--- config.mk ---
export PLATFORM = sky130hd
export DESIGN_NAME = fgcu_top
export DESIGN_NICKNAME = d
export VERILOG_FILES = /design/src/inc/fgcu_pkg.sv /design/src/fgcu_gc_engine.sv /design/src/fgcu_group_state.sv /design/src/fgcu_top.sv
export VERILOG_INCLUDE_DIRS = /design/src /design/src/inc
export SDC_FILE = /design/constraint.sdc
export NUM_CORES = 1
export LEC_CHECK = 0
export ABC_AREA = 1
export BUFFER_PORTS_ARGS = -buffer_cell sky130_fd_sc_hd__buf_4
export CAP_MARGIN = 15
export CORE_MARGIN = 2
export CORE_UTILIZATION = 40
export DETAILED_ROUTE_END_ITERATION = 7
export GPL_ROUTABILITY_DRIVEN = 1
export PLACE_DENSITY_LB_ADDON = 0.08
export SLEW_MARGIN = 20
export SYNTH_ARGS = -nofsm -noshare
export SYNTH_HDL_FRONTEND = slang
export SYNTH_SLANG_ARGS = --single-unit
export TNS_END_PERCENT = 1
--- constraint.sdc ---
create_clock -name clock_i -period 5.1 [get_ports clock_i]
set_clock_uncertainty 0.05 [all_clocks]
set_input_delay 1.02 -clock clock_i [delete_from_list [all_inputs] [get_ports clock_i]]
set_output_delay 1.02 -clock clock_i [all_outputs]
set_load 0.01 [all_outputs]
--- src/inc/fgcu_params.svh ---
`ifndef FGCU_PARAMS_SVH
`define FGCU_PARAMS_SVH

// Register bus geometry
`define FGCU_ADDR_W 8
`define FGCU_DATA_W 32
`define FGCU_GRP_N 8

// Register offsets
`define FGCU_OFF_CMD 8'h00
`define FGCU_OFF_STATUS 8'h04
`define FGCU_OFF_RESULT 8'h08
`define FGCU_OFF_CTRL 8'h0C
`define FGCU_OFF_FROZEN 8'h10
`define FGCU_OFF_SYNCED 8'h14
`define FGCU_OFF_COUNT 8'h18

// Command word fields
`define FGCU_CMD_CH_LSB 0
`define FGCU_CMD_FCT_LSB 8
`define FGCU_CMD_MASK_LSB 16

// Status bits
`define FGCU_ST_ERR 0
`define FGCU_ST_BUSY 1
`define FGCU_ST_AUTO 2
`define FGCU_ST_CAUSE_CH 4
`define FGCU_ST_CAUSE_BUSY 5
`define FGCU_ST_CAUSE_FCT 6

// Control bits and reset value
`define FGCU_CT_AUTO_EN 0
`define FGCU_CT_CH9_ON 1
`define FGCU_CT_CH8_ON 2
`define FGCU_CTRL_RST 3'h7

// Channels and function codes
`define FGCU_CH_PRI 8'h09
`define FGCU_CH_SEC 8'h08
`define FGCU_FC_XIN 8'h0A
`define FGCU_FC_XOUT 8'h0B
`define FGCU_FC_XALL 8'h0C
`define FGCU_FC_FREEZE 8'h0D
`define FGCU_FC_UNFREEZE 8'h0E
`define FGCU_FC_SYNC 8'h0F
`define FGCU_FC_UNSYNC 8'h10

// Outcome codes and the all-groups mask
`define FGCU_RES_RST 8'h00
`define FGCU_RES_EMPTY 8'h00
`define FGCU_ALL_GRP 8'hFF

`endif

--- src/inc/fgcu_pkg.sv ---
package fgcu_pkg;

    typedef enum logic [1:0] {
        GC_FREEZE,
        GC_UNFREEZE,
        GC_SYNC,
        GC_UNSYNC
    } fgcu_gc_kind_t;

    typedef enum logic [0:0] {
        GC_IDLE,
        GC_WAIT
    } fgcu_gc_state_t;

endpackage : fgcu_pkg

--- src/fgcu_gc_engine.sv ---
`timescale 1ns/1ps
`default_nettype none
`include "fgcu_params.svh"

module fgcu_gc_engine #(
    parameter int GRP_N = `FGCU_GRP_N
) (
    // Clock and reset
    input wire logic clock_i,
    input wire logic sys_rst_i,
    input wire logic ce_i,
    // Start from the command decoder
    input wire logic start_i,
    input wire fgcu_pkg::fgcu_gc_kind_t kind_i,
    input wire logic [GRP_N-1:0] mask_i,
    // Service towards the bus engine
    output logic gc_req_o,
    output fgcu_pkg::fgcu_gc_kind_t gc_kind_o,
    output logic [GRP_N-1:0] gc_grp_o,
    input wire logic gc_done_i,
    input wire logic [7:0] gc_result_i,
    // Progress
    output logic busy_o,
    output logic done_o,
    output logic [7:0] result_o
);

    fgcu_pkg::fgcu_gc_state_t state_ff;
    fgcu_pkg::fgcu_gc_kind_t kind_ff;
    logic [GRP_N-1:0] grp_ff;
    logic done_ff;
    logic [7:0] result_ff;

    always_ff @(posedge clock_i or posedge sys_rst_i) begin
        if (sys_rst_i) begin
            state_ff <= fgcu_pkg::GC_IDLE;
            kind_ff <= fgcu_pkg::GC_FREEZE;
            grp_ff <= '0;
        end else if (ce_i) begin
            case (state_ff)
                fgcu_pkg::GC_IDLE: begin
                    // Empty mask completes at once and sends nothing
                    if (start_i && (mask_i != '0)) begin
                        state_ff <= fgcu_pkg::GC_WAIT;
                        kind_ff <= kind_i;
                        grp_ff <= mask_i;
                    end
                end
                fgcu_pkg::GC_WAIT: begin
                    if (gc_done_i) begin
                        state_ff <= fgcu_pkg::GC_IDLE;
                    end
                end
                default: state_ff <= fgcu_pkg::GC_IDLE;
            endcase
        end
    end

    always_ff @(posedge clock_i or posedge sys_rst_i) begin
        if (sys_rst_i) begin
            done_ff <= 1'b0;
            result_ff <= `FGCU_RES_RST;
        end else if (ce_i) begin
            done_ff <= 1'b0;
            if (state_ff == fgcu_pkg::GC_WAIT && gc_done_i) begin
                done_ff <= 1'b1;
                result_ff <= gc_result_i;
            end else if (state_ff == fgcu_pkg::GC_IDLE && start_i && (mask_i == '0)) begin
                result_ff <= `FGCU_RES_EMPTY;
            end
        end
    end

    // Request holds until the bus engine reports the outcome
    assign gc_req_o = (state_ff == fgcu_pkg::GC_WAIT);
    assign gc_kind_o = kind_ff;
    assign gc_grp_o = grp_ff;
    assign busy_o = (state_ff == fgcu_pkg::GC_WAIT);
    assign done_o = done_ff;
    assign result_o = result_ff;

endmodule : fgcu_gc_engine
`default_nettype wire

--- src/fgcu_group_state.sv ---
`timescale 1ns/1ps
`default_nettype none
`include "fgcu_params.svh"

module fgcu_group_state #(
    parameter int GRP_N = `FGCU_GRP_N
) (
    // Clock and reset
    input wire logic clock_i,
    input wire logic sys_rst_i,
    input wire logic ce_i,
    // Completed global control
    input wire logic done_i,
    input wire fgcu_pkg::fgcu_gc_kind_t kind_i,
    input wire logic [GRP_N-1:0] grp_i,
    // Per-group view
    output logic [GRP_N-1:0] frozen_o,
    output logic [GRP_N-1:0] synced_o
);

    logic [GRP_N-1:0] frozen_ff;
    logic [GRP_N-1:0] synced_ff;

    genvar g;
    generate
        for (g = 0; g < GRP_N; g++) begin : gen_grp
            // Repeated freeze or sync keeps the group in that state
            always_ff @(posedge clock_i or posedge sys_rst_i) begin
                if (sys_rst_i) begin
                    frozen_ff[g] <= 1'b0;
                    synced_ff[g] <= 1'b0;
                end else if (ce_i && done_i && grp_i[g]) begin
                    case (kind_i)
                        fgcu_pkg::GC_FREEZE: frozen_ff[g] <= 1'b1;
                        fgcu_pkg::GC_UNFREEZE: frozen_ff[g] <= 1'b0;
                        fgcu_pkg::GC_SYNC: synced_ff[g] <= 1'b1;
                        fgcu_pkg::GC_UNSYNC: synced_ff[g] <= 1'b0;
                        default: frozen_ff[g] <= frozen_ff[g];
                    endcase
                end
            end
        end
    endgenerate

    assign frozen_o = frozen_ff;
    assign synced_o = synced_ff;

endmodule : fgcu_group_state
`default_nettype wire

--- src/fgcu_top.sv ---
`timescale 1ns/1ps
`default_nettype none
`include "fgcu_params.svh"

module fgcu_top #(
    parameter int GRP_N = `FGCU_GRP_N,
    parameter int CNT_W = 16
) (
    // Clock, reset, enable
    input wire logic clock_i,
    input wire logic sys_rst_i,
    input wire logic ce_i,
    // Register port
    input wire logic [`FGCU_ADDR_W-1:0] addr_i,
    input wire logic [`FGCU_DATA_W-1:0] wdata_i,
    input wire logic wr_i,
    input wire logic rd_i,
    output logic [`FGCU_DATA_W-1:0] rdata_o,
    // Program cycle markers
    input wire logic cycle_start_i,
    input wire logic cycle_end_i,
    // Image exchange requests
    output logic xchg_in_o,
    output logic [GRP_N-1:0] xchg_in_grp_o,
    output logic xchg_out_o,
    output logic [GRP_N-1:0] xchg_out_grp_o,
    // Global control service
    output logic gc_req_o,
    output fgcu_pkg::fgcu_gc_kind_t gc_kind_o,
    output logic [GRP_N-1:0] gc_grp_o,
    input wire logic gc_done_i,
    input wire logic [7:0] gc_result_i,
    // Flags
    output logic busy_o,
    output logic error_o
);

    // Command fields
    logic cmd_wr;
    logic [7:0] cmd_ch;
    logic [7:0] cmd_fct;
    logic [GRP_N-1:0] cmd_mask;
    logic ch_ok;
    logic fct_xchg;
    logic fct_gc;
    logic acc_xchg;
    logic acc_gc;
    logic rej_ch;
    logic rej_busy;
    logic rej_fct;
    logic rej_any;
    fgcu_pkg::fgcu_gc_kind_t cmd_kind;

    // State
    logic [2:0] ctrl_ff;
    logic err_ff;
    logic cause_ch_ff;
    logic cause_busy_ff;
    logic cause_fct_ff;
    logic err_clr;
    logic xin_ff;
    logic xout_ff;
    logic [GRP_N-1:0] xin_grp_ff;
    logic [GRP_N-1:0] xout_grp_ff;
    logic [CNT_W-1:0] acc_cnt_ff;
    logic [CNT_W-1:0] rej_cnt_ff;
    logic [`FGCU_DATA_W-1:0] rdata_ff;
    logic [`FGCU_DATA_W-1:0] nxt_rdata;

    // Forced and automatic exchange terms
    logic frc_in;
    logic frc_out;
    logic auto_in;
    logic auto_out;

    // Engine wiring
    logic busy;
    logic gc_done;
    logic [7:0] result;
    logic [GRP_N-1:0] frozen;
    logic [GRP_N-1:0] synced;

    // Command decode
    assign cmd_wr = wr_i && (addr_i == `FGCU_OFF_CMD);
    assign cmd_ch = wdata_i[`FGCU_CMD_CH_LSB +: 8];
    assign cmd_fct = wdata_i[`FGCU_CMD_FCT_LSB +: 8];
    assign cmd_mask = wdata_i[`FGCU_CMD_MASK_LSB +: GRP_N];

    assign ch_ok = ((cmd_ch == `FGCU_CH_PRI) && ctrl_ff[`FGCU_CT_CH9_ON])
                || ((cmd_ch == `FGCU_CH_SEC) && ctrl_ff[`FGCU_CT_CH8_ON]);

    assign fct_xchg = (cmd_fct == `FGCU_FC_XIN) || (cmd_fct == `FGCU_FC_XOUT)
                   || (cmd_fct == `FGCU_FC_XALL);
    assign fct_gc = (cmd_fct == `FGCU_FC_FREEZE) || (cmd_fct == `FGCU_FC_UNFREEZE)
                 || (cmd_fct == `FGCU_FC_SYNC) || (cmd_fct == `FGCU_FC_UNSYNC);

    // Exchange ignores busy entirely
    assign acc_xchg = cmd_wr && ch_ok && fct_xchg;
    assign acc_gc = cmd_wr && ch_ok && fct_gc && !busy;

    assign rej_ch = cmd_wr && !ch_ok;
    assign rej_fct = cmd_wr && ch_ok && !fct_xchg && !fct_gc;
    assign rej_busy = cmd_wr && ch_ok && fct_gc && busy;
    assign rej_any = rej_ch || rej_fct || rej_busy;

    always_comb begin
        cmd_kind = fgcu_pkg::GC_FREEZE;
        if (cmd_fct == `FGCU_FC_UNFREEZE) begin
            cmd_kind = fgcu_pkg::GC_UNFREEZE;
        end else if (cmd_fct == `FGCU_FC_SYNC) begin
            cmd_kind = fgcu_pkg::GC_SYNC;
        end else if (cmd_fct == `FGCU_FC_UNSYNC) begin
            cmd_kind = fgcu_pkg::GC_UNSYNC;
        end
    end

    // Control register
    always_ff @(posedge clock_i or posedge sys_rst_i) begin
        if (sys_rst_i) begin
            ctrl_ff <= `FGCU_CTRL_RST;
        end else if (ce_i && wr_i && (addr_i == `FGCU_OFF_CTRL)) begin
            ctrl_ff <= wdata_i[2:0];
        end
    end

    // Error flag: writing one to the error bit clears it, a new error wins
    assign err_clr = wr_i && (addr_i == `FGCU_OFF_STATUS) && wdata_i[`FGCU_ST_ERR];

    always_ff @(posedge clock_i or posedge sys_rst_i) begin
        if (sys_rst_i) begin
            err_ff <= 1'b0;
            cause_ch_ff <= 1'b0;
            cause_busy_ff <= 1'b0;
            cause_fct_ff <= 1'b0;
        end else if (ce_i) begin
            if (rej_any) begin
                err_ff <= 1'b1;
            end else if (err_clr) begin
                err_ff <= 1'b0;
            end
            if (rej_ch) begin
                cause_ch_ff <= 1'b1;
            end else if (err_clr) begin
                cause_ch_ff <= 1'b0;
            end
            if (rej_busy) begin
                cause_busy_ff <= 1'b1;
            end else if (err_clr) begin
                cause_busy_ff <= 1'b0;
            end
            if (rej_fct) begin
                cause_fct_ff <= 1'b1;
            end else if (err_clr) begin
                cause_fct_ff <= 1'b0;
            end
        end
    end

    // Forced exchange: all masked groups in one pulse, none when mask is empty
    assign frc_in = acc_xchg && (cmd_mask != '0)
                 && ((cmd_fct == `FGCU_FC_XIN) || (cmd_fct == `FGCU_FC_XALL));
    assign frc_out = acc_xchg && (cmd_mask != '0)
                  && ((cmd_fct == `FGCU_FC_XOUT) || (cmd_fct == `FGCU_FC_XALL));

    // Automatic copy at the program cycle boundaries
    assign auto_in = ctrl_ff[`FGCU_CT_AUTO_EN] && cycle_start_i;
    assign auto_out = ctrl_ff[`FGCU_CT_AUTO_EN] && cycle_end_i;

    // A forced and an automatic request in one cycle merge into one pulse
    always_ff @(posedge clock_i or posedge sys_rst_i) begin
        if (sys_rst_i) begin
            xin_ff <= 1'b0;
            xin_grp_ff <= '0;
        end else if (ce_i) begin
            xin_ff <= frc_in || auto_in;
            if (auto_in) begin
                xin_grp_ff <= GRP_N'(`FGCU_ALL_GRP);
            end else if (frc_in) begin
                xin_grp_ff <= cmd_mask;
            end else begin
                xin_grp_ff <= '0;
            end
        end
    end

    always_ff @(posedge clock_i or posedge sys_rst_i) begin
        if (sys_rst_i) begin
            xout_ff <= 1'b0;
            xout_grp_ff <= '0;
        end else if (ce_i) begin
            // Output image still goes out to synced groups; slaves hold it
            xout_ff <= frc_out || auto_out;
            if (auto_out) begin
                xout_grp_ff <= GRP_N'(`FGCU_ALL_GRP);
            end else if (frc_out) begin
                xout_grp_ff <= cmd_mask;
            end else begin
                xout_grp_ff <= '0;
            end
        end
    end

    // Command statistics, wrap silently
    always_ff @(posedge clock_i or posedge sys_rst_i) begin
        if (sys_rst_i) begin
            acc_cnt_ff <= '0;
            rej_cnt_ff <= '0;
        end else if (ce_i) begin
            if (acc_xchg || acc_gc) begin
                acc_cnt_ff <= acc_cnt_ff + 1'b1;
            end
            if (rej_any) begin
                rej_cnt_ff <= rej_cnt_ff + 1'b1;
            end
        end
    end

    // Global control engine; a refused start never reaches it
    fgcu_gc_engine #(
        .GRP_N(GRP_N)
    ) u_gc (
        .clock_i(clock_i),
        .sys_rst_i(sys_rst_i),
        .ce_i(ce_i),
        .start_i(acc_gc),
        .kind_i(cmd_kind),
        .mask_i(cmd_mask),
        .gc_req_o(gc_req_o),
        .gc_kind_o(gc_kind_o),
        .gc_grp_o(gc_grp_o),
        .gc_done_i(gc_done_i),
        .gc_result_i(gc_result_i),
        .busy_o(busy),
        .done_o(gc_done),
        .result_o(result)
    );

    // Tracks which groups are frozen or synced on the far side
    fgcu_group_state #(
        .GRP_N(GRP_N)
    ) u_grp (
        .clock_i(clock_i),
        .sys_rst_i(sys_rst_i),
        .ce_i(ce_i),
        .done_i(gc_done),
        .kind_i(gc_kind_o),
        .grp_i(gc_grp_o),
        .frozen_o(frozen),
        .synced_o(synced)
    );

    // Read mux; unmapped addresses read zero
    always_comb begin
        nxt_rdata = '0;
        if (addr_i == `FGCU_OFF_STATUS) begin
            nxt_rdata[`FGCU_ST_ERR] = err_ff;
            nxt_rdata[`FGCU_ST_BUSY] = busy;
            nxt_rdata[`FGCU_ST_AUTO] = ctrl_ff[`FGCU_CT_AUTO_EN];
            nxt_rdata[`FGCU_ST_CAUSE_CH] = cause_ch_ff;
            nxt_rdata[`FGCU_ST_CAUSE_BUSY] = cause_busy_ff;
            nxt_rdata[`FGCU_ST_CAUSE_FCT] = cause_fct_ff;
        end else if (addr_i == `FGCU_OFF_RESULT) begin
            nxt_rdata[7:0] = result;
        end else if (addr_i == `FGCU_OFF_CTRL) begin
            nxt_rdata[2:0] = ctrl_ff;
        end else if (addr_i == `FGCU_OFF_FROZEN) begin
            nxt_rdata[GRP_N-1:0] = frozen;
        end else if (addr_i == `FGCU_OFF_SYNCED) begin
            nxt_rdata[GRP_N-1:0] = synced;
        end else if (addr_i == `FGCU_OFF_COUNT) begin
            nxt_rdata[CNT_W-1:0] = acc_cnt_ff;
            nxt_rdata[2*CNT_W-1:CNT_W] = rej_cnt_ff;
        end
    end

    // Read data stands only in the cycle after the strobe
    always_ff @(posedge clock_i or posedge sys_rst_i) begin
        if (sys_rst_i) begin
            rdata_ff <= '0;
        end else if (ce_i) begin
            rdata_ff <= rd_i ? nxt_rdata : '0;
        end
    end

    // Outputs
    assign rdata_o = rdata_ff;
    assign xchg_in_o = xin_ff;
    assign xchg_in_grp_o = xin_grp_ff;
    assign xchg_out_o = xout_ff;
    assign xchg_out_grp_o = xout_grp_ff;
    assign busy_o = busy;
    assign error_o = err_ff;

endmodule : fgcu_top
`default_nettype wire

==> results_dict.tcl, run 1 <==
set metrics [dict create \
    status "complete, no violations" \
    power_density_mw_per_mm2 290 \
    synthCells 818 \
    required_worst_endpoint_ps 5360 \
    yosysUniqueCellTypes 41 \
    groute.usage.overall_pct 20.7 \
    via_per_inst 5.06 \
    route.detailed.drc 0 \
    slew_viol_final 0 \
    synth_nets 876 \
    ys_seq_area_share_pct 48.4 \
    dp.final_hpwl_um 12600 \
    max_cap_violations 0 \
    area_share_of_the_leading_cell_type_in_the_synthesized_netlist_pct 47.2 \
    cts_resized 0 \
    fp.dieH_um 131 \
    layout.nets 983 \
    first_global_vias 5673 \
    post-synth-top-area-cell "sky130_fd_sc_hd__dfrtp_1" \
    port-buffer-count 110 \
    drive_above_1_share_pct 19.6 \
    floorplan.die_area_sq_mm 0.0172 \
    ys_seq_elements 125 \
    clk-insertion-delay-late_ps 420 \
    power.net_switching_mw 0.507 \
    totalWireLength_um 17200 \
    min_period_ps 3030 \
    critical_path.max_fanout 55 \
    yosys_warnings 0 \
    report.final.hold_viol_count 0 \
    netSwitchingFraction_pct 21.8 \
    placement.setup.worst_slack_ps 1630 \
    vias 5835 \
    fin_ws_ps 2070 \
    detailed_route_wire_length_per_cell_um 14.9 \
    root_buffer "sky130_fd_sc_hd__clkbuf_16" \
    grt_pass1_wl_um 28500 \
    post-route-period-util_pct 59.5 \
    gp_congestion 0.951 \
    floorplan.initialDensity_pct 40.9 \
    timing_worst_slew_pin_value_ps 980 \
    worst_setup_path_end_kind "register" \
    clock-sinks 125 \
    peakVddDrop_mv 0.235 \
    setup-tns-final_ps 0 \
    row_count 46 \
    cts.hold.buffers_added 0 \
    tritoncts "yes" \
    max_freq_mhz 330 \
    globalRouteOverflowTotal 0 \
    antenna_found_initial 0 \
    maximum_number_of_pins_on_one_net_before_global_route_repair 57 \
    hold_path.class "register to register" \
    ios 119 \
    final-setup-viol-count 0 \
    p_int_mw 1.82 \
    mappedNetlistArea_sq_mm 0.00647 \
    area.growth.synth_to_final_pct 24.3 \
    seqPwrFrac_pct 43.1 \
    slew_headroom_pct 34.6 \
    core_region_area_sq_mm 0.0158 \
    grt_setup_unrepaired "no" \
    power_frac_clock_pct 51.9 \
    area_contributors_post_synth "sky130_fd_sc_hd__dfrtp_1, sky130_fd_sc_hd__nand2_1, sky130_fd_sc_hd__nand3_1" \
    drt_first_iter_violations 475 \
    drt_first_pass_iters 6 \
    floorplan.die.width_um 131 \
    insertedDiodeCount 0 \
    final_antenna_net_count 0 \
    syn-mean-instance-area_sq_um 7.90 \
    postLayoutCoreUtil_pct 50.8 \
    worst-endpoint-arrival_ps 3290 \
    leakage_power_summed_over_all_cells_nw 4.19 \
    timing_worst_setup_path_type "input pin to register" \
    htree_num_levels 4 \
    clk_path_buf_depth 2 \
    cts_buffers 17 \
    pwr-share-comb_pct 5.0 \
    worst_setup_hold_path_clk_slew_ps 60 \
    post-cts-setup-buffer-count 0 \
    worst_setup_path_start_kind "input pin" \
]
area by class of cell:
class / count / area, sq um
fill: 1546 / 7790
timing repair buffer: 112 / 841
tap: 216 / 270
multi-input combinational: 575 / 2850
clock inverter: 6 / 82.6
sequential: 125 / 3130
clock buffer: 26 / 509
inverter: 94 / 355
power by group through the flow:
stage / Combinational, mW / Sequential [mW] / Clock, mW
final: 0.116 / 1.01 / 1.21
after global routing: 0.131 / 1.01 / 1.27
after CTS: 0.118 / 1.00 / 1.22
after detailed placement: 0.118 / 1.02 / 0
after global placement: 0.115 / 1.02 / 0
after floorplan: 0.0604 / 1.02 / 0
cell families after synthesis:
kind of cell               Yosys count  synth area share (%)
and+or+nand+nor                    455                  31.9
DFF                                125                  48.4
buffers and inverters              118                  7.51
AOI/OAI and AO/OA                   96                  8.65
xor gates and xnor gates            22                  3.10
adders and majority gates            2                 0.387
per-layer routing:
| metal | part of all wire, % | routed length [um] | global-route usage, % | up-vias |
|---|---|---|---|---|
| li1 | - | - | - | 2879 |
| met1 | 47 | 8120 | 28.7 | 2728 |
| met2 | 46 | 7950 | 32.3 | 199 |
| met3 | 4.9 | 845 | 4.44 | 29 |
| met4 | 1.8 | 312 | 7.31 | 0 |
| met5 | 0 | 0 | 0 | - |
flip-flops by register name, summed over array words and instances (netlist names), 2 cells and up:
name,cells
acc_cnt_ff,16
ctrl_ff,3
rdata_o,32
rej_cnt_ff,16
u_gc.gc_grp_o,8
u_gc.gc_kind_o,2
u_gc.result_o,8
u_grp.frozen_o,8
u_grp.synced_o,8
xchg_in_grp_o,8
xchg_out_grp_o,8
cells in the final DEF (no fill, tap or decap), drive strengths merged:
cell | Yosys | layout
a32o | 4 | 4
buf | 12 | 112
a21oi | 12 | 12
nand4 | 9 | 9
clkinv | 1 | 4
nand3 | 97 | 97
clkinvlp | 0 | 1
bufinv | 0 | 2
nand2 | 273 | 273
nor3 | 17 | 17
o2111ai | 1 | 1
nor4 | 2 | 2
ha | 2 | 2
o31ai | 1 | 1
a31oi | 8 | 8
dfstp | 3 | 3
and2 | 1 | 1
inv | 93 | 93
a21o | 2 | 2
nand3b | 2 | 2
o211ai | 3 | 3
a41oi | 8 | 8
dfrtp | 122 | 122
nor2 | 54 | 54
xor2 | 22 | 22
o21ai | 57 | 57
clkbuf | 12 | 26
per-stage QoR:
stage / area [sq um] / hold WS, ps / std cells / total power [mW]
6_report: 8040 / 428 / 1154 / 2.33
5_1_grt: 8040 / 448 / 1154 / 2.41
4_1_cts: 8040 / 425 / 1154 / 2.35
3_5_place_dp: 7450 / 412 / 1122 / 1.14
3_3_place_gp: 7450 / 410 / 1122 / 1.14
2_1_floorplan: 6470 / 387 / 818 / 1.08
synth_stat cells:
| library cell | number |
|---|---|
| sky130_fd_sc_hd__ha_1 | 2 |
| sky130_fd_sc_hd__nor2_4 | 2 |
| sky130_fd_sc_hd__a32o_1 | 4 |
| sky130_fd_sc_hd__inv_1 | 88 |
| sky130_fd_sc_hd__buf_6 | 2 |
| sky130_fd_sc_hd__buf_2 | 6 |
| sky130_fd_sc_hd__nor3_2 | 2 |
| sky130_fd_sc_hd__nand3b_2 | 1 |
| sky130_fd_sc_hd__clkinv_1 | 1 |
| sky130_fd_sc_hd__buf_4 | 1 |
| sky130_fd_sc_hd__buf_1 | 2 |
| sky130_fd_sc_hd__o211ai_1 | 3 |
| sky130_fd_sc_hd__a31oi_1 | 8 |
| sky130_fd_sc_hd__buf_12 | 1 |
| sky130_fd_sc_hd__xor2_2 | 1 |
| sky130_fd_sc_hd__inv_2 | 5 |
| sky130_fd_sc_hd__o21ai_0 | 44 |
| sky130_fd_sc_hd__nand3_1 | 86 |
| sky130_fd_sc_hd__nand3b_1 | 1 |
| sky130_fd_sc_hd__dfstp_2 | 3 |
| sky130_fd_sc_hd__nor3_1 | 13 |
| sky130_fd_sc_hd__a41oi_1 | 8 |
| sky130_fd_sc_hd__nand2_4 | 3 |
| sky130_fd_sc_hd__o2111ai_1 | 1 |
| sky130_fd_sc_hd__dfrtp_1 | 122 |
| sky130_fd_sc_hd__o31ai_1 | 1 |
| sky130_fd_sc_hd__a21oi_1 | 12 |
| sky130_fd_sc_hd__xor2_1 | 21 |
| sky130_fd_sc_hd__clkbuf_1 | 12 |
| sky130_fd_sc_hd__nand3_2 | 9 |
| sky130_fd_sc_hd__a21o_1 | 2 |
| sky130_fd_sc_hd__o21ai_1 | 13 |
| sky130_fd_sc_hd__nand2_1 | 265 |
| sky130_fd_sc_hd__and2_1 | 1 |
| sky130_fd_sc_hd__nand4_1 | 9 |
| sky130_fd_sc_hd__nand2_2 | 5 |
| sky130_fd_sc_hd__nor4_1 | 2 |
| sky130_fd_sc_hd__nor3_4 | 2 |
| sky130_fd_sc_hd__nand3_4 | 2 |
| sky130_fd_sc_hd__nor2_1 | 44 |
| sky130_fd_sc_hd__nor2_2 | 8 |
critical path, cell delays in order:
cell                      delay (ps)
sky130_fd_sc_hd__buf_4           430
sky130_fd_sc_hd__inv_2           540
sky130_fd_sc_hd__nor2_1          330
sky130_fd_sc_hd__nand3_1         550
sky130_fd_sc_hd__o21ai_1         310
sky130_fd_sc_hd__inv_1            70
final timing paths:
kind / from / end / slack (ps) / cells past startpoint
min: cause_ch_ff$_DFFE_PP0P_ / cause_ch_ff$_DFFE_PP0P_ / 430 / 2
max: ce_i / u_gc.gc_kind_o[1]$_DFFE_PP0P_ / 2070 / 6
min in group asynchronous: sys_rst_i / acc_cnt_ff[11]$_DFFE_PP0P_ / 540 / 2
min reg2reg: cause_ch_ff$_DFFE_PP0P_ / cause_ch_ff$_DFFE_PP0P_ / 430 / 2
max reg2reg: ctrl_ff[2]$_DFFE_PP1P_ / u_gc.gc_kind_o[1]$_DFFE_PP0P_ / 2840 / 7
max in group asynchronous: sys_rst_i / xchg_in_grp_o[4]$_DFFE_PP0P_ / 3420 / 3
Power figures use the tool's default switching activity.
==> run 2: changes to the inputs <==
--- a/config.mk
+++ b/config.mk
@@ -6,7 +6,7 @@
 export SDC_FILE = /design/constraint.sdc
 export NUM_CORES = 1
 export LEC_CHECK = 0
-export ABC_AREA = 1
+export ABC_AREA = 0
 export BUFFER_PORTS_ARGS = -buffer_cell sky130_fd_sc_hd__buf_4
 export CAP_MARGIN = 15
 export CORE_MARGIN = 2
==> constraint.sdc (replaced) <==
create_clock -name clock_i -period 2.6 [get_ports clock_i]
set_clock_uncertainty 0.05 [all_clocks]
set_input_delay 0.52 -clock clock_i [delete_from_list [all_inputs] [get_ports clock_i]]
set_output_delay 0.52 -clock clock_i [all_outputs]
set_load 0.01 [all_outputs]
==> results_dict.tcl, run 2 <==
set metrics [dict create \
    timing.critical_path.cells "mux2_2 -> nand3_2 -> or4_4 -> nor4_4 -> buf_4 -> nand2_1 -> a21oi_1" \
    cpMaxStageDelayCell "sky130_fd_sc_hd__dfstp_2" \
    worst_setup_path_end_kind "register" \
    route.detailed.drc 0 \
    required_worst_endpoint_ps 2890 \
    min_period_ps 2160 \
    slew_viol_final 0 \
    drive_above_1_share_pct 29.7 \
    floorplan.die.width_um 123 \
    groute.usage.overall_pct 20.8 \
    final_antenna_net_count 0 \
    num-fill-cells 1218 \
    vias 4525 \
    hold_path.class "input pin to asynchronous set/reset pin" \
    floorplan.initialDensity_pct 41.0 \
    cts_buffers 17 \
    critical_path.max_fanout 9 \
    status "complete, no violations" \
    cts_resized 0 \
    antenna_found_initial 0 \
    detailed_route_wire_length_per_cell_um 17.3 \
    tritoncts "yes" \
    timing_worst_slew_pin_value_ps 801 \
    post-route-period-util_pct 83.0 \
    setup-tns-final_ps 0 \
    insertedDiodeCount 0 \
    mappedNetlistArea_sq_mm 0.00571 \
    clk_path_buf_depth 2 \
    totalPowerFinal_mw 4.91 \
    syn-mean-instance-area_sq_um 10.8 \
    worst_setup_path_start_kind "register" \
    fp.dieH_um 123 \
    async_s_r_ff_share_synth_pct 100 \
    clk-insertion-delay-late_ps 420 \
    globalRouteOverflowTotal 0 \
    dp.final_hpwl_um 10700 \
    mostFrequentLayoutCell "sky130_fd_sc_hd__buf_4" \
    drt_first_iter_violations 328 \
    area_contributors_post_synth "sky130_fd_sc_hd__dfrtp_1, sky130_fd_sc_hd__a22o_1, sky130_fd_sc_hd__nand2_1" \
    mostFrequentLayoutCells "sky130_fd_sc_hd__buf_4, sky130_fd_sc_hd__dfrtp_1, sky130_fd_sc_hd__nand2_1" \
    post-synth-top-count-cell "sky130_fd_sc_hd__dfrtp_1" \
    core_region_area_sq_mm 0.0139 \
    worst_setup_hold_path_clk_slew_ps 60 \
    depth_of_the_worst_register_to_register_path 7 \
    cts.hold.buffers_added 0 \
    timing.critical_path.slowest_cell_delay_ps 560 \
    drt_first_pass_iters 5 \
    reg2reg_slack_ps 440 \
    post-synth-top-area-cell "sky130_fd_sc_hd__dfrtp_1" \
    max_freq_mhz 463 \
    ios 119 \
    leakage_power_summed_over_all_cells_nw 3.62 \
    area_share_of_the_leading_cell_type_in_the_synthesized_netlist_pct 53.5 \
    htree_num_levels 4 \
    ys_seq_area_share_pct 54.9 \
    synth_commonest_cells "sky130_fd_sc_hd__dfrtp_1, sky130_fd_sc_hd__nand2_1, sky130_fd_sc_hd__a21oi_1" \
    synthCells 530 \
    row_count 43 \
    power_density_mw_per_mm2 654 \
    gp_congestion 0.864 \
    totalWireLength_um 14800 \
    synth_nets 588 \
    final-setup-viol-count 0 \
    clock-sinks 125 \
    timing_worst_setup_path_type "register to register" \
    root_buffer "sky130_fd_sc_hd__clkbuf_16" \
    report.final.hold_viol_count 0 \
    yosys_warnings 0 \
    largest_register_ff_count 32 \
    grt_setup_unrepaired "no" \
    dominantRegCellSynth "sky130_fd_sc_hd__dfrtp_1" \
    maximum_number_of_pins_on_one_net_before_global_route_repair 76 \
    slew_headroom_pct 46.6 \
    post-cts-setup-buffer-count 0 \
    layout.nets 716 \
    via_per_inst 5.32 \
    floorplan.die_area_sq_mm 0.0152 \
    max_cap_violations 0 \
    peakVddDrop_mv 0.449 \
    grt_pass1_wl_um 23800 \
    port-buffer-count 110 \
    ys_seq_elements 125 \
    area.growth.synth_to_final_pct 31.6 \
    yosysUniqueCellTypes 60 \
    worst-endpoint-arrival_ps 2450 \
    synth_edf_count 0 \
    first_global_vias 4527 \
]
## run 2: cell types whose count changed after synthesis, moves of 10 or more
cell                      change
sky130_fd_sc_hd__a21oi_1     +35
sky130_fd_sc_hd__a22o_1      +32
sky130_fd_sc_hd__a31oi_1     +11
sky130_fd_sc_hd__and3_1      +12
sky130_fd_sc_hd__inv_1       -78
sky130_fd_sc_hd__nand2_1    -199
sky130_fd_sc_hd__nand3_1     -73
sky130_fd_sc_hd__nor2_1      -11
sky130_fd_sc_hd__nor2b_1     +16
sky130_fd_sc_hd__o21ai_0     -35
sky130_fd_sc_hd__o21ai_1     -10
sky130_fd_sc_hd__xnor2_1     +21
sky130_fd_sc_hd__xor2_1      -11
## run 2: layer usage
layer | wire (um) | track usage (%) | up-vias
li1 | - | - | 2175
met1 | 7030 | 29.7 | 2218
met2 | 6810 | 30.6 | 119
met3 | 741 | 5.86 | 13
met4 | 170 | 6.96 | 0
met5 | 0 | 0 | -
## run 2: where the power goes
part / leakage (nW) / internal, mW / switching (mW)
Sequential: 1.69 / 1.97 / 0.0181
Combinational: 1.61 / 0.118 / 0.155
Clock: 0.322 / 1.80 / 0.851
Total: 3.62 / 3.89 / 1.02
## run 2: logic make-up (layout without fill, tap and decap cells)
family,Yosys count,count (layout),synth area share (%)
simple gates,191,191,18.9
compound gates,136,136,16.6
flops,125,125,54.9
buf+inv,35,176,2.56
xor+xnor,31,31,4.76
mux,10,10,1.86
fa+ha+maj,2,2,0.438
## run 2: path summary, 6_finish.rpt
path / from / end
setup / recovery: ctrl_ff[2]$_DFFE_PP1P_ / xchg_in_grp_o[7]$_DFFE_PP0P_
min in group clock_i: gc_result_i[6] / u_gc.result_o[6]$_DFFE_PP0P_
hold / removal: sys_rst_i / u_grp.synced_o[7]$_DFFE_PP0P_
setup reg to reg: ctrl_ff[2]$_DFFE_PP1P_ / xchg_in_grp_o[7]$_DFFE_PP0P_
hold reg to reg: acc_cnt_ff[15]$_DFFE_PP0P_ / acc_cnt_ff[15]$_DFFE_PP0P_
max in group asynchronous: sys_rst_i / xchg_in_o$_DFFE_PP0P_
## run 2: worst max-delay path, delay by kind of cell, from the launching register on
family | cells | cell delay [ps]
and+or+nand+nor | 4 | 920
buffers and inverters | 1 | 200
AOI/OAI and AO/OA | 1 | 160
DFF | 1 | 560
muxes | 1 | 190
## run 2: cell type report
| cell class | count | area [sq um] | share of cell area, % |
|---|---|---|---|
| Multi-Input combinational cell | 370 | 2430 | 32.4 |
| Inverter | 11 | 45.0 | 0.600 |
| Clock inverter | 10 | 184 | 2.45 |
| Clock buffer | 22 | 484 | 6.45 |
| Sequential cell | 125 | 3130 | 41.7 |
| Timing Repair Buffer | 133 | 1010 | 13.5 |
| Tap cell | 180 | 225 | 3.00 |
## run 2: per-stage QoR
stage / instances / instance area, sq um / util, % / hold WS (ps) / setup slack, ps
after floorplan: 530 / 5710 / - / 396 / 294
after global placement: 819 / 6840 / 49.1 / 416 / 117
after detailed placement: 819 / 6840 / 49.1 / 419 / 49.2
after CTS: 851 / 7510 / 53.9 / 31.8 / 429
after global routing: 851 / 7510 / 53.9 / 50.9 / 355
final: 851 / 7510 / 53.9 / 35.9 / 442
==> run 3: changes to the inputs <==
==> constraint.sdc (replaced) <==
create_clock -name clock_i -period 1.9 [get_ports clock_i]
set_clock_uncertainty 0.05 [all_clocks]
set_input_delay 0.38 -clock clock_i [delete_from_list [all_inputs] [get_ports clock_i]]
set_output_delay 0.38 -clock clock_i [all_outputs]
set_load 0.01 [all_outputs]
==> results_dict.tcl, run 3 (synthesized netlist as in run 2, its figures left out) <==
set metrics [dict create \
    status "finished, violations left" \
    violations "negative setup slack" \
    power_density_mw_per_mm2 813 \
    drt_first_iter_violations 234 \
    drt_first_pass_iters 5 \
    setup-tns-final_ps -1400 \
    slew_viol_final 0 \
    reg2reg_slack_ps -120 \
    worst-endpoint-arrival_ps 2310 \
    groute.usage.overall_pct 21.7 \
    worst_setup_path_start_kind "register" \
    dp.final_hpwl_um 11100 \
    postLayoutCoreUtil_pct 57.2 \
    critical_path.max_fanout 9 \
    num-fill-cells 1199 \
    detailed_route_wire_length_per_cell_um 17.1 \
    htree_num_levels 4 \
    port-buffer-count 110 \
    vias 4764 \
    crit-reg2reg-launch "ctrl_ff[2]$_DFFE_PP1P_" \
    gp_congestion 0.886 \
    via_per_inst 5.28 \
    timing_worst_slew_pin_value_ps 444 \
    floorplan.initialDensity_pct 41.0 \
    floorplan.die.width_um 123 \
    drive_above_1_share_pct 35.6 \
    largest_register_ff_count 32 \
    root_buffer "sky130_fd_sc_hd__clkbuf_16" \
    globalRouteOverflowTotal 0 \
    ios 119 \
    depth_of_the_worst_register_to_register_path 7 \
    hold_path.class "input pin to asynchronous set/reset pin" \
    placedInstanceArea_sq_mm 0.00731 \
    slew_headroom_pct 70.3 \
    timing_worst_setup_path_type "register to register" \
    required_worst_endpoint_ps 2190 \
    core_region_area_sq_mm 0.0139 \
    post-route-period-util_pct 106 \
    mostFrequentLayoutCell "sky130_fd_sc_hd__buf_4" \
    insertedDiodeCount 0 \
    grt_setup_unrepaired "yes" \
    cts_buffers 17 \
    mostFrequentLayoutCells "sky130_fd_sc_hd__buf_4, sky130_fd_sc_hd__dfrtp_1, sky130_fd_sc_hd__nand2_1" \
    critical_path.reg2reg.endpoint "xchg_in_grp_o[2]$_DFFE_PP0P_" \
    floorplan.die_area_sq_mm 0.0152 \
    area.growth.synth_to_final_pct 39.6 \
    route.detailed.drc 0 \
    fin_ws_ps -116 \
    totalPowerFinal_mw 6.48 \
    row_count 43 \
    worst_setup_hold_path_clk_slew_ps 60 \
    clk_path_buf_depth 2 \
    peakVddDrop_mv 0.607 \
    cts.hold.buffers_added 0 \
    final-setup-viol-count 26 \
    min_period_ps 2020 \
    grt_pass1_wl_um 25000 \
    totalWireLength_um 15400 \
    clk-insertion-delay-late_ps 420 \
    max_freq_mhz 496 \
    maximum_number_of_pins_on_one_net_before_global_route_repair 72 \
    report.final.hold_viol_count 0 \
    leakage_power_summed_over_all_cells_nw 3.85 \
    post-cts-setup-buffer-count 0 \
    first_global_vias 4782 \
    layout.nets 767 \
    fp.dieH_um 123 \
    worst_setup_path_end_kind "register" \
    antenna_found_initial 0 \
    final_design_area_no_fill_sq_mm 0.00797 \
    max_cap_violations 0 \
    clock-sinks 125 \
    placement.setup.worst_slack_ps -476 \
    tritoncts "yes" \
    final_antenna_net_count 0 \
]
-- run 3: worst max-delay path by stage --
stage / from / end / slack (ps)
2_1_floorplan: addr_i[4] / xchg_in_grp_o[0]$_DFFE_PP0P_ / -230
3_3_place_gp: addr_i[4] / xchg_in_grp_o[6]$_DFFE_PP0P_ / -430
3_5_place_dp: addr_i[4] / xchg_in_grp_o[3]$_DFFE_PP0P_ / -480
4_1_cts: ctrl_ff[2]$_DFFE_PP1P_ / xchg_in_grp_o[3]$_DFFE_PP0P_ / -130
5_1_grt: ctrl_ff[1]$_DFFE_PP1P_ / xchg_in_grp_o[3]$_DFFE_PP0P_ / -200
6_report: ctrl_ff[2]$_DFFE_PP1P_ / xchg_in_grp_o[2]$_DFFE_PP0P_ / -120
-- run 3: metal layers --
layer / global-route usage (%) / wire (um) / vias up
li1: - / - / 2288
met1: 30.4 / 7320 / 2345
met2: 33.1 / 7180 / 116
met3: 5.58 / 734 / 15
met4: 6.89 / 171 / 0
met5: 0 / 0 / -
-- run 3: critical path: stages (launching register included) --
cell                      delay (ps)
sky130_fd_sc_hd__dfstp_2         530
sky130_fd_sc_hd__mux2_4          160
sky130_fd_sc_hd__nand3_2          80
sky130_fd_sc_hd__or4_4           530
sky130_fd_sc_hd__nor4_4          240
sky130_fd_sc_hd__buf_6           170
sky130_fd_sc_hd__nand2_1          60
sky130_fd_sc_hd__a21oi_1         120
-- run 3: cell type report --
type	instances	area [sq um]	share of cell area, %
Tap cell	180	225	2.83
Inverter	11	45.0	0.565
Timing Repair Buffer	184	1480	18.6
Clock inverter	14	169	2.12
Multi-Input combinational cell	370	2480	31.1
Clock buffer	18	439	5.51
Sequential cell	125	3130	39.3
-- run 3: metrics by stage --
stage / instances / hold slack (ps)
floorplan: 530 / 396
global placement: 870 / 415
detailed placement: 870 / 424
CTS: 902 / 36.8
global route: 902 / 47.3
finish: 902 / 25.3
-- run 3: repair_timing --
action                                  4_1_cts  5_1_grt
gates resized for setup                       6        9
pin swaps                                     6        3
endpoints found under the setup margin       28       46
-- run 3: report_power, final --
group          total [mW]  switching [mW]  internal (mW)
Sequential           2.72          0.0224           2.70
Clock                3.32            1.22           2.09
Combinational       0.444           0.233          0.211
